`config.mk`:
```
export PLATFORM = sky130hd
export DESIGN_NAME = nibble_io_port_block
export DESIGN_NICKNAME = d
export VERILOG_FILES = /design/src/verilog/nibble_io_pkg.sv /design/src/verilog/nibble_io_port_block.sv
export SDC_FILE = /design/constraint.sdc
export NUM_CORES = 1
export LEC_CHECK = 0
export CAP_MARGIN = 5
export CORE_ASPECT_RATIO = 1.1
export CORE_MARGIN = 5
export CORE_UTILIZATION = 30
export CTS_BUF_LIST = sky130_fd_sc_hd__clkbuf_8
export DETAILED_ROUTE_END_ITERATION = 8
export DONT_BUFFER_PORTS = 1
export GPL_TIMING_DRIVEN = 1
export SLEW_MARGIN = 20
export SYNTH_ARGS = -nofsm -noshare
export SYNTH_HDL_FRONTEND = slang
export SYNTH_SLANG_ARGS = --single-unit
export TNS_END_PERCENT = 50
```
`constraint.sdc`:
```
create_clock -name aclk -period 5.1 [get_ports aclk]
set_input_delay 1.53 -clock aclk [delete_from_list [all_inputs] [get_ports aclk]]
set_output_delay 1.53 -clock aclk [all_outputs]
set_load 0.05 [all_outputs]
```
`src/verilog/nibble_io_pkg.sv`:
```
// Constants for the nibble-wide port block
package nibble_io_pkg;

  // Bus geometry: index is byte address / 4
  localparam int          ADDR_W     = 16;
  localparam int          DATA_W     = 32;
  localparam int          IDX_W      = 12;
  localparam int          IDX_LSB    = 2;
  localparam logic [1:0]  RESP_OKAY  = 2'h0;
  localparam logic [1:0]  RESP_DECERR = 2'h3;
  localparam logic [1:0]  STRB_LOW   = 2'h3;

  // Register indices
  localparam logic [11:0] IDX_SEG0   = 12'hFA2;
  localparam logic [11:0] IDX_SEG1   = 12'hFA3;
  localparam logic [11:0] IDX_SEG2   = 12'hFA4;
  localparam logic [11:0] IDX_SEG3   = 12'hFA5;
  localparam logic [11:0] IDX_PUS    = 12'hFE4;
  localparam logic [11:0] IDX_ODS4   = 12'hFE6;
  localparam logic [11:0] IDX_ODS5   = 12'hFE7;
  localparam logic [11:0] IDX_DIR0   = 12'hFEA;
  localparam logic [11:0] IDX_DIR1   = 12'hFEB;
  localparam logic [11:0] IDX_DIR4   = 12'hFEC;
  localparam logic [11:0] IDX_DIR5   = 12'hFED;
  localparam logic [11:0] IDX_DIR6   = 12'hFEE;
  localparam logic [11:0] IDX_DIR7   = 12'hFEF;
  localparam logic [11:0] IDX_PORT0  = 12'hFF0;
  localparam logic [11:0] IDX_PORT1  = 12'hFF1;
  localparam logic [11:0] IDX_PORT4  = 12'hFF4;
  localparam logic [11:0] IDX_PORT5  = 12'hFF5;
  localparam logic [11:0] IDX_PORT6  = 12'hFF6;
  localparam logic [11:0] IDX_PORT7  = 12'hFF7;

  // Write word fields
  localparam int          F_LO       = 0;
  localparam int          F_HI       = 4;
  localparam int          F_MASK     = 8;
  localparam int          F_SIZE     = 12;
  localparam logic [1:0]  SIZE_4     = 2'h0;
  localparam logic [1:0]  SIZE_8     = 2'h1;
  localparam logic [1:0]  SIZE_1     = 2'h2;

  // Geometry of ports and slots
  localparam int          NPINS      = 23;
  localparam int          NSEG       = 16;
  localparam int          NPORT      = 6;
  localparam int          NSLOT      = 10;
  localparam int          SLOT_P4    = 2;
  localparam int          SLOT_P5    = 3;
  localparam int          SLOT_P1    = 1;
  localparam int          SLOT_SEG   = 6;
  localparam int          PIN_BASE [NPORT] = '{0, 4, 7, 11, 15, 19};
  localparam int          PUS_BIT  [NPORT] = '{0, 0, 4, 5, 6, 7};
  localparam logic [3:0]  NIB_FULL   = 4'hF;
  localparam logic [3:0]  NIB_P1     = 4'h7;
  localparam logic [7:0]  PUS_MASK   = 8'hF1;

  // Reset values
  localparam logic [3:0]  RST_NIB    = 4'h0;
  localparam logic [7:0]  RST_BYTE   = 8'h00;

endpackage : nibble_io_pkg

```
`src/verilog/nibble_io_port_block.sv`:
```
// General-purpose nibble port block with AXI4-Lite register access
`timescale 1ns/1ns
`default_nettype none

module nibble_io_port_block
  import nibble_io_pkg::*;
(
  input  wire logic               aclk,
  input  wire logic               aresetn,
  input  wire logic               ce,
  input  wire logic [ADDR_W-1:0]  s_axi_awaddr,
  input  wire logic [2:0]         s_axi_awprot,
  input  wire logic               s_axi_awvalid,
  output logic                    s_axi_awready,
  input  wire logic [DATA_W-1:0]  s_axi_wdata,
  input  wire logic [3:0]         s_axi_wstrb,
  input  wire logic               s_axi_wvalid,
  output logic                    s_axi_wready,
  output logic [1:0]              s_axi_bresp,
  output logic                    s_axi_bvalid,
  input  wire logic               s_axi_bready,
  input  wire logic [ADDR_W-1:0]  s_axi_araddr,
  input  wire logic [2:0]         s_axi_arprot,
  input  wire logic               s_axi_arvalid,
  output logic                    s_axi_arready,
  output logic [DATA_W-1:0]       s_axi_rdata,
  output logic [1:0]              s_axi_rresp,
  output logic                    s_axi_rvalid,
  input  wire logic               s_axi_rready,
  input  wire logic [NPINS-1:0]   pin_in,
  output logic [NPINS-1:0]        pin_out,
  output logic [NPINS-1:0]        pin_oe_n,
  output logic [NPINS-1:0]        pullup_en,
  output logic [NSEG-1:0]         seg_out
);

  ////////////////////////////////////////////////////////////////////////////
  // Decoders

  // Data and segment slots: {hit, slot}
  function automatic logic [4:0] data_slot(input logic [IDX_W-1:0] idx);
    case (idx)
      IDX_PORT0: data_slot = {1'b1, 4'd0};
      IDX_PORT1: data_slot = {1'b1, 4'd1};
      IDX_PORT4: data_slot = {1'b1, 4'd2};
      IDX_PORT5: data_slot = {1'b1, 4'd3};
      IDX_PORT6: data_slot = {1'b1, 4'd4};
      IDX_PORT7: data_slot = {1'b1, 4'd5};
      IDX_SEG0:  data_slot = {1'b1, 4'd6};
      IDX_SEG1:  data_slot = {1'b1, 4'd7};
      IDX_SEG2:  data_slot = {1'b1, 4'd8};
      IDX_SEG3:  data_slot = {1'b1, 4'd9};
      default:   data_slot = {1'b0, 4'd0};
    endcase
  endfunction : data_slot

  function automatic logic [4:0] dir_slot(input logic [IDX_W-1:0] idx);
    case (idx)
      IDX_DIR0: dir_slot = {1'b1, 4'd0};
      IDX_DIR1: dir_slot = {1'b1, 4'd1};
      IDX_DIR4: dir_slot = {1'b1, 4'd2};
      IDX_DIR5: dir_slot = {1'b1, 4'd3};
      IDX_DIR6: dir_slot = {1'b1, 4'd4};
      IDX_DIR7: dir_slot = {1'b1, 4'd5};
      default:  dir_slot = {1'b0, 4'd0};
    endcase
  endfunction : dir_slot

  // Bit access merges under mask, wider access replaces
  function automatic logic [3:0] merge(input logic [3:0] old, input logic [3:0] val,
                                       input logic [3:0] mask, input logic [1:0] size);
    merge = (size == SIZE_1) ? ((old & ~mask) | (val & mask)) : val;
  endfunction : merge

  ////////////////////////////////////////////////////////////////////////////
  // State

  logic [3:0]         bank_r [NSLOT];
  logic [3:0]         bank_nxt [NSLOT];
  logic [3:0]         dir_r [NPORT];
  logic [3:0]         dir_nxt [NPORT];
  logic [7:0]         pus_r;
  logic [7:0]         pus_nxt;
  logic [7:0]         ods_r;
  logic [7:0]         ods_nxt;
  logic [NPINS-1:0]   sync1_r;
  logic [NPINS-1:0]   sync2_r;
  logic               aw_have_r;
  logic               w_have_r;
  logic [ADDR_W-1:0]  awaddr_r;
  logic [DATA_W-1:0]  wdata_r;
  logic [3:0]         wstrb_r;
  logic               awready_r;
  logic               wready_r;
  logic               bvalid_r;
  logic [1:0]         bresp_r;
  logic               arready_r;
  logic               rvalid_r;
  logic [DATA_W-1:0]  rdata_r;
  logic [1:0]         rresp_r;
  logic [NPINS-1:0]   pin_out_r;
  logic [NPINS-1:0]   pin_oe_n_r;
  logic [NPINS-1:0]   pullup_en_r;
  logic [NSEG-1:0]    seg_out_r;
  logic [NPINS-1:0]   pin_out_nxt;
  logic [NPINS-1:0]   pin_oe_n_nxt;
  logic [NPINS-1:0]   pullup_en_nxt;
  logic [3:0]         view [NSLOT];

  ////////////////////////////////////////////////////////////////////////////
  // Write decode

  wire                aw_hs    = s_axi_awvalid & awready_r;
  wire                w_hs     = s_axi_wvalid & wready_r;
  wire                b_hs     = bvalid_r & s_axi_bready;
  wire                do_write = aw_have_r & w_have_r & ~bvalid_r;
  wire                w_align  = (awaddr_r[IDX_LSB-1:0] == '0) &&
                                 (awaddr_r[ADDR_W-1:IDX_W+IDX_LSB] == '0);
  wire [IDX_W-1:0]    w_idx    = awaddr_r[IDX_W+IDX_LSB-1:IDX_LSB];
  wire [4:0]          w_dslot  = data_slot(w_idx);
  wire [4:0]          w_rslot  = dir_slot(w_idx);
  wire [3:0]          w_lo     = wdata_r[F_LO+:4];
  wire [3:0]          w_hi     = wdata_r[F_HI+:4];
  wire [3:0]          w_mask   = wdata_r[F_MASK+:4];
  wire [1:0]          w_size   = wdata_r[F_SIZE+:2];
  wire                w_byte   = (w_size == SIZE_8);
  wire                w_strb   = (wstrb_r[1:0] == STRB_LOW);
  wire                w_en     = do_write & w_align & w_strb;
  wire                w_d_hit  = w_align & w_dslot[4];
  wire                w_r_hit  = w_align & w_rslot[4];
  wire                w_pus_hit = w_align & (w_idx == IDX_PUS);
  wire                w_ods_hit = w_align & ((w_idx == IDX_ODS4) || (w_idx == IDX_ODS5));
  wire                w_any_hit = w_d_hit | w_r_hit | w_pus_hit | w_ods_hit;
  wire                w_ods4_hit = w_align & (w_idx == IDX_ODS4);
  wire                w_pus_wr = w_en & w_pus_hit & w_byte;
  wire                w_ods_wr = w_en & w_ods4_hit & w_byte;

  // Pull-up select takes byte writes only, unused bits stay zero
  assign pus_nxt = w_pus_wr ? ({w_hi, w_lo} & PUS_MASK) : pus_r;

  // Open-drain select: one bit per pin of ports 4 and 5, byte writes at the port 4 location only
  assign ods_nxt = w_ods_wr ? {w_hi, w_lo} : ods_r;

  ////////////////////////////////////////////////////////////////////////////
  // Read decode

  wire                ar_hs    = s_axi_arvalid & arready_r;
  wire                r_align  = (s_axi_araddr[IDX_LSB-1:0] == '0) &&
                                 (s_axi_araddr[ADDR_W-1:IDX_W+IDX_LSB] == '0);
  wire [IDX_W-1:0]    r_idx    = s_axi_araddr[IDX_W+IDX_LSB-1:IDX_LSB];
  wire [4:0]          r_dslot  = data_slot(r_idx);
  wire [4:0]          r_rslot  = dir_slot(r_idx);
  wire [3:0]          r_dsn    = r_dslot[3:0] + 4'd1;
  wire [3:0]          r_rsn    = r_rslot[3:0] + 4'd1;
  wire                r_dpair  = ~r_dslot[0];
  wire                r_rpair  = ~r_rslot[0];
  // Odd slots have no upper partner; keep the index in range
  wire [3:0]          r_dnx    = r_dpair ? r_dsn : r_dslot[3:0];
  wire [2:0]          r_rnx    = r_rpair ? r_rsn[2:0] : r_rslot[2:0];
  wire [7:0]          r_dval   = {r_dpair ? view[r_dnx] : RST_NIB, view[r_dslot[3:0]]};
  wire [7:0]          r_rval   = {r_rpair ? dir_r[r_rnx] : RST_NIB, dir_r[r_rslot[2:0]]};
  wire                r_d_hit  = r_align & r_dslot[4];
  wire                r_r_hit  = r_align & r_rslot[4];
  wire                r_pus_hit = r_align & (r_idx == IDX_PUS);
  wire                r_ods_hit = r_align & ((r_idx == IDX_ODS4) || (r_idx == IDX_ODS5));
  // Port 5 location shows its nibble alone
  wire [7:0]          r_ods    = (r_idx == IDX_ODS4) ? ods_r : {RST_NIB, ods_r[7:4]};
  wire [7:0]          r_byte   = r_d_hit   ? r_dval :
                                 r_r_hit   ? r_rval :
                                 r_pus_hit ? pus_r :
                                 r_ods_hit ? r_ods :
                                 RST_BYTE;
  wire                r_any_hit = r_d_hit | r_r_hit | r_pus_hit | r_ods_hit;

  // Segment pins gather the four output locations
  wire [NSEG-1:0]     seg_nxt  = {bank_r[SLOT_SEG+3], bank_r[SLOT_SEG+2], bank_r[SLOT_SEG+1], bank_r[SLOT_SEG]};

  ////////////////////////////////////////////////////////////////////////////
  // Per-slot latches, pin mapping and read view

  genvar i, j;
  generate
    for (i = 0; i < NSLOT; i++) begin : g_slot
      localparam logic [3:0] VALID = (i == SLOT_P1) ? NIB_P1 : NIB_FULL;
      wire hit_lo = w_en & w_d_hit & (w_dslot[3:0] == i);
      wire hit_hi = w_en & w_d_hit & w_byte & ~w_dslot[0] & (w_dslot[3:0] == i - 1);
      // Output latch written in either direction mode
      assign bank_nxt[i] = hit_lo ? (merge(bank_r[i], w_lo, w_mask, w_size) & VALID) :
                           hit_hi ? (w_hi & VALID) : bank_r[i];
      if (i >= SLOT_SEG) begin : g_segview
        assign view[i] = bank_r[i];
      end else begin : g_portview
        for (j = 0; j < 4; j++) begin : g_bit
          if (i == SLOT_P1 && j == 3) begin : g_none
            assign view[i][j] = 1'b0;
          end else begin : g_pin
            localparam int P = PIN_BASE[i] + j;
            wire od_release;
            // Output pins read back the latch, inputs read the pin
            assign view[i][j] = dir_r[i][j] ? bank_r[i][j] : sync2_r[P];
            // Open-drain releases the pin on a one; only ports 4 and 5 have it
            if (i == SLOT_P4 || i == SLOT_P5) begin : g_od
              assign od_release = ods_r[(i - SLOT_P4) * 4 + j] & bank_r[i][j];
            end else begin : g_pp
              assign od_release = 1'b0;
            end
            assign pin_out_nxt[P]   = bank_r[i][j];
            assign pin_oe_n_nxt[P]  = ~(dir_r[i][j] & ~od_release);
            assign pullup_en_nxt[P] = pus_r[PUS_BIT[i]] & ~dir_r[i][j];
          end
        end
      end
    end

    // Direction flags, ports 4 and 5 as whole nibbles
    for (i = 0; i < NPORT; i++) begin : g_dir
      localparam logic [3:0] VALID = (i == SLOT_P1) ? NIB_P1 : NIB_FULL;
      wire        hit_lo = w_en & w_r_hit & (w_rslot[3:0] == i);
      wire        hit_hi = w_en & w_r_hit & w_byte & ~w_rslot[0] & (w_rslot[3:0] == i - 1);
      wire [3:0]  raw    = hit_lo ? merge(dir_r[i], w_lo, w_mask, w_size) : w_hi;
      if (i == SLOT_P4 || i == SLOT_P5) begin : g_nib
        // Whole nibble follows bit 0
        assign dir_nxt[i] = (hit_lo | hit_hi) ? {4{raw[0]}} : dir_r[i];
      end else begin : g_bitdir
        assign dir_nxt[i] = (hit_lo | hit_hi) ? (raw & VALID) : dir_r[i];
      end
    end
  endgenerate

  ////////////////////////////////////////////////////////////////////////////
  // Registers

  always_ff @(posedge aclk) begin
    if (!aresetn) begin
      for (int k = 0; k < NSLOT; k++) bank_r[k] <= RST_NIB;
      for (int k = 0; k < NPORT; k++) dir_r[k] <= RST_NIB;
      pus_r <= RST_BYTE;
      ods_r <= RST_BYTE;
    end else if (ce) begin
      for (int k = 0; k < NSLOT; k++) bank_r[k] <= bank_nxt[k];
      for (int k = 0; k < NPORT; k++) dir_r[k] <= dir_nxt[k];
      pus_r <= pus_nxt;
      ods_r <= ods_nxt;
    end
  end

  // Pin input synchroniser
  always_ff @(posedge aclk) begin
    if (!aresetn) begin
      sync1_r <= '0;
      sync2_r <= '0;
    end else if (ce) begin
      sync1_r <= pin_in;
      sync2_r <= sync1_r;
    end
  end

  // Registered pin and segment drive, buffers off in reset
  always_ff @(posedge aclk) begin
    if (!aresetn) begin
      pin_out_r   <= '0;
      pin_oe_n_r  <= '1;
      pullup_en_r <= '0;
      seg_out_r   <= '0;
    end else if (ce) begin
      pin_out_r   <= pin_out_nxt;
      pin_oe_n_r  <= pin_oe_n_nxt;
      pullup_en_r <= pullup_en_nxt;
      seg_out_r   <= seg_nxt;
    end
  end

  ////////////////////////////////////////////////////////////////////////////
  // AXI4-Lite write channels

  always_ff @(posedge aclk) begin
    if (!aresetn) begin
      aw_have_r <= 1'b0;
      w_have_r  <= 1'b0;
      awaddr_r  <= '0;
      wdata_r   <= '0;
      wstrb_r   <= '0;
      awready_r <= 1'b1;
      wready_r  <= 1'b1;
      bvalid_r  <= 1'b0;
      bresp_r   <= RESP_OKAY;
    end else if (ce) begin
      // Address and data may arrive in either order
      if (aw_hs) begin
        aw_have_r <= 1'b1;
        awaddr_r  <= s_axi_awaddr;
        awready_r <= 1'b0;
      end else if (do_write) begin
        aw_have_r <= 1'b0;
      end
      if (w_hs) begin
        w_have_r <= 1'b1;
        wdata_r  <= s_axi_wdata;
        wstrb_r  <= s_axi_wstrb;
        wready_r <= 1'b0;
      end else if (do_write) begin
        w_have_r <= 1'b0;
      end
      if (do_write) begin
        bvalid_r <= 1'b1;
        bresp_r  <= w_any_hit ? RESP_OKAY : RESP_DECERR;
      end else if (b_hs) begin
        bvalid_r  <= 1'b0;
        awready_r <= 1'b1;
        wready_r  <= 1'b1;
      end
    end
  end

  ////////////////////////////////////////////////////////////////////////////
  // AXI4-Lite read channels

  always_ff @(posedge aclk) begin
    if (!aresetn) begin
      arready_r <= 1'b1;
      rvalid_r  <= 1'b0;
      rdata_r   <= '0;
      rresp_r   <= RESP_OKAY;
    end else if (ce) begin
      if (ar_hs) begin
        arready_r <= 1'b0;
        rvalid_r  <= 1'b1;
        rdata_r   <= {{(DATA_W-8){1'b0}}, r_byte};
        rresp_r   <= r_any_hit ? RESP_OKAY : RESP_DECERR;
      end else if (rvalid_r && s_axi_rready) begin
        rvalid_r  <= 1'b0;
        arready_r <= 1'b1;
      end
    end
  end

  assign s_axi_awready = awready_r;
  assign s_axi_wready  = wready_r;
  assign s_axi_bvalid  = bvalid_r;
  assign s_axi_bresp   = bresp_r;
  assign s_axi_arready = arready_r;
  assign s_axi_rvalid  = rvalid_r;
  assign s_axi_rdata   = rdata_r;
  assign s_axi_rresp   = rresp_r;
  assign pin_out       = pin_out_r;
  assign pin_oe_n      = pin_oe_n_r;
  assign pullup_en     = pullup_en_r;
  assign seg_out       = seg_out_r;

endmodule : nibble_io_port_block

`default_nettype wire

```
==> out/qor.txt <==
Mapped Area: 11800 sq um
Fraction of the cycle the final worst path needs: 65.8%
Clock sink count: 243
Hold Path Depth: 2
PostCTS Resize Cnt: 0
Initial antenna violation count: 0
Die area: 43300 sq um
Kind of critical path: input pin to register
CP bufs+invs: 0
Chip height: 218 um
Share of cells above drive strength 1: 8.93%
Number of global-route vias before repair: 8959
Total CTS buffers: 45
Via density: 5.22
Placed Cells: 1707
Area share of fa/ha/maj cells after synthesis: 0.0849%
Final wirelength: 37.9 mm
Comb pwr share: 6.3%
Hold WS: 0.461 ns
Compound-gate portion of the synthesized area: 14.4%
Post-Synth Simple-Gate Area: 21.6%
Area after DPL: 12000 sq um
DRT iter0 DRCs: 640
Post-route cell area: 12800 sq um
CP max stage cell: a2111oi_0
CP Max Fanout: 14
DRT Pass-1 Iters: 5
Die width: 199 um
RSZ-0062 raised after global routing: false
CP Depth: 7
Final count of pins violating max slew: 0
Critical Path RT: 5.57 ns
CP arrival: 3.82 ns
First-pass GRT wire length: 55.9 mm
Io pins: 231
Drt drc: 0
Fill cells: 4018
# Post-CTS Setup Buffers: 0
Final setup fails: 0
Max cap viols: 0
GRT Resource Usage Total: 17.0%
Outcome: finished clean
Setup TNS: 0 ns
Internal: 3.10 mW
CTS Buffer Depth: 3
Dpl hpwl: 26.4 mm
Crit-path most repeated cell: o21ai_0
Register area share after synthesis: 46.0%
Clk network pwr share: 41.4%
Mux contribution to synthesized area: 12.3%
Headroom to the max-slew limit: 28.4%
Row count: 76
Synthesized area per cell: 9.15 sq um
Starting density of the core: 30.2%
Ys flop type: dfxtp_1
Area Growth Syn to Fin: 9.00%
CP Capture Type: register
Min-delay worst type: register to register
Fin. Hold Viols: 0
RePlAce Congestion: 0.915
Fin cells: 1783
GRT overflow: 0
Largest net degree at the start of global routing: 205
Worst setup SP type: input pin
Largest family of logic cells by synthesized area: simple AND/OR/NAND/NOR gates
Critical path cell sequence: or4b_1 > o21ai_0 > nand2_1 > a21oi_1 > mux2i_1 > a2111oi_0 > o21ai_0
Root Driver: clkbuf_8
Minimum clock period: 3.36 ns
Post-synthesis cell count: 1288
Post-CTS Hold Buffers: 0
Register share of total power: 52.3%
Max IR drop VDD: 0.000207 V
Clock Skews: 0.0477 ns
Worst skew pair latency: 0.62 ns
EDFF count, synth: 56
CP delay by family, top: compound AO/OA/AOI/OAI gates
Seq cells post-synth: 243
Clock slew at reported path FFs: 0.06 ns
ANT cells: 0
Routed Antenna Nets: 0
Core Box Area: 39000 sq um
Power per cell area: 335 nW/um^2
Synthesis warning total: 0
IO buf count: 0
Slowest cell delay on critical path: 0.59 ns
H-Tree Depth: 2
Leakage Power: 4.69 nW
Total vias in the final route: 9306
XOR/XNOR share of the synthesized area: 0%
Worst Max-Slew Pin Slew: 1.07 ns
Sw frac: 27.9%
Net Sw Power: 1.20 mW
FMAX: 0.298 GHz
Worst r2r path cells: 7
Synth async-reset ratio: 0%
TritonCTS clock tree: built
WL/cell: 21.3 um
Synth cell types: 67
Fin nets: 1352
==> sequential cells by signal, summed over array words and instances, names as in the netlist, 2 cells and up <==
signal / count
bank_r: 39
pin_oe_n: 23
pin_out: 23
sync1_r: 23
sync2_r: 23
dir_r: 17
pullup_en: 17
awaddr_r: 16
seg_out: 16
wdata_r: 14
ods_r: 8
s_axi_rdata: 8
pus_r: 5
wstrb_r: 2
==> per-layer routing <==
| layer | GRT usage [%] | vias to the layer above | wire length (um) |
|---|---|---|---|
| met1 | 22.1 | 4332 | 15600 |
| met3 | 5.76 | 105 | 4270 |
| li1 | - | 4395 | - |
| met5 | 0 | - | 0 |
| met2 | 25.4 | 474 | 16500 |
| met4 | 7.77 | 0 | 1630 |
==> synth_stat cells, types with 7 or more instances <==
master / count / area share (%)
mux2i_1: 126 / 11
a21oi_1: 86 / 3.7
nor3_1: 11 / 0.47
nand2_1: 165 / 5.3
o22ai_1: 17 / 0.90
a211oi_1: 37 / 2.4
buf_1: 9 / 0.29
inv_1: 21 / 0.67
and3_1: 7 / 0.37
nand3_1: 28 / 1.2
o211ai_1: 13 / 0.83
clkbuf_1: 75 / 2.4
nor2b_1: 113 / 6.0
nor2_1: 91 / 2.9
dfxtp_1: 187 / 32
a21boi_0: 34 / 2.2
mux2_2: 17 / 1.6
and2_1: 20 / 1.1
buf_4: 32 / 2.0
edfxtp_1: 56 / 14
o21ai_0: 47 / 2.0
==> worst reg2reg max path, cell delays in order, from the launching register on <==
cell,delay [ns]
dfxtp_1,0.58
nor2b_1,0.19
and2_1,0.20
o31ai_1,0.50
or2_2,0.35
nor3b_2,0.66
nand2_1,0.12
nand2_1,0.18
==> logic make-up after synthesis <==
family                   Yosys count
AO/OA/AOI/OAI                    269
flip-flops                       243
AND/OR/NAND/NOR                  491
other                              1
multiplexers                     143
buffers and inverters            140
adder cells (fa/ha/maj)            1
==> worst paths after layout <==
check,startpoint,end,slack (ns)
hold / removal,awaddr_r[15]$_SDFFE_PN0P_,awaddr_r[15]$_SDFFE_PN0P_,0.46
setup reg to reg,awaddr_r[4]$_SDFFE_PN0P_,bank_r[0][11]$_SDFFCE_PN0P_,2.06
hold reg to reg,awaddr_r[15]$_SDFFE_PN0P_,awaddr_r[15]$_SDFFE_PN0P_,0.46
setup / recovery,s_axi_araddr[4],s_axi_rdata[2]$_SDFFE_PN0P_,1.74
==> final cells by class <==
| type | instances | area, sq um | share of cell area, % |
|---|---|---|---|
| clock buffer | 49 | 674 | 5.25 |
| clock inverter | 27 | 164 | 1.28 |
| inverter | 21 | 78.8 | 0.614 |
| multi-input combinational | 928 | 5810 | 45.2 |
| sequential | 243 | 5430 | 42.3 |
| tap | 507 | 634 | 4.94 |
| timing repair buffer | 8 | 60.1 | 0.468 |
==> power groups by stage <==
stage | logic (mW) | clock network (mW) | registers (mW)
after CTS | 0.270 | 1.85 | 2.25
final | 0.270 | 1.78 | 2.25
after detailed placement | 0.269 | 0 | 2.29
after global placement | 0.263 | 0 | 2.29
after global routing | 0.299 | 1.94 | 2.25
after floorplan | 0.295 | 0 | 2.22
==> metrics by stage <==
stage / util, % / power, mW / worst slack, ns
after floorplan: - / 2.52 / 1.56
after global placement: 30.8 / 2.55 / 1.22
after detailed placement: 30.8 / 2.56 / 1.19
after CTS: 32.9 / 4.37 / 1.88
after global routing: 32.9 / 4.50 / 1.64
final: 32.9 / 4.30 / 1.74
==> placed cells by master, fill, tap and decap left out, types with 7 or more instances in the layout <==
| cell type | count |
|---|---|
| mux2i_1 | 126 |
| o211ai_1 | 13 |
| o21ai_0 | 47 |
| dfxtp_1 | 185 |
| edfxtp_1 | 56 |
| nor2b_1 | 111 |
| o22ai_1 | 17 |
| a21oi_1 | 86 |
| clkbuf_8 | 49 |
| conb_1 | 24 |
| mux2_2 | 17 |
| a211oi_1 | 37 |
| a21boi_0 | 34 |
| and3_1 | 7 |
| nor3_1 | 11 |
| buf_4 | 8 |
| inv_1 | 41 |
| and2_1 | 20 |
| nand3_1 | 28 |
| nand2_1 | 165 |
| nor2_1 | 89 |
Note: power is estimated with default switching activity, not from simulation.
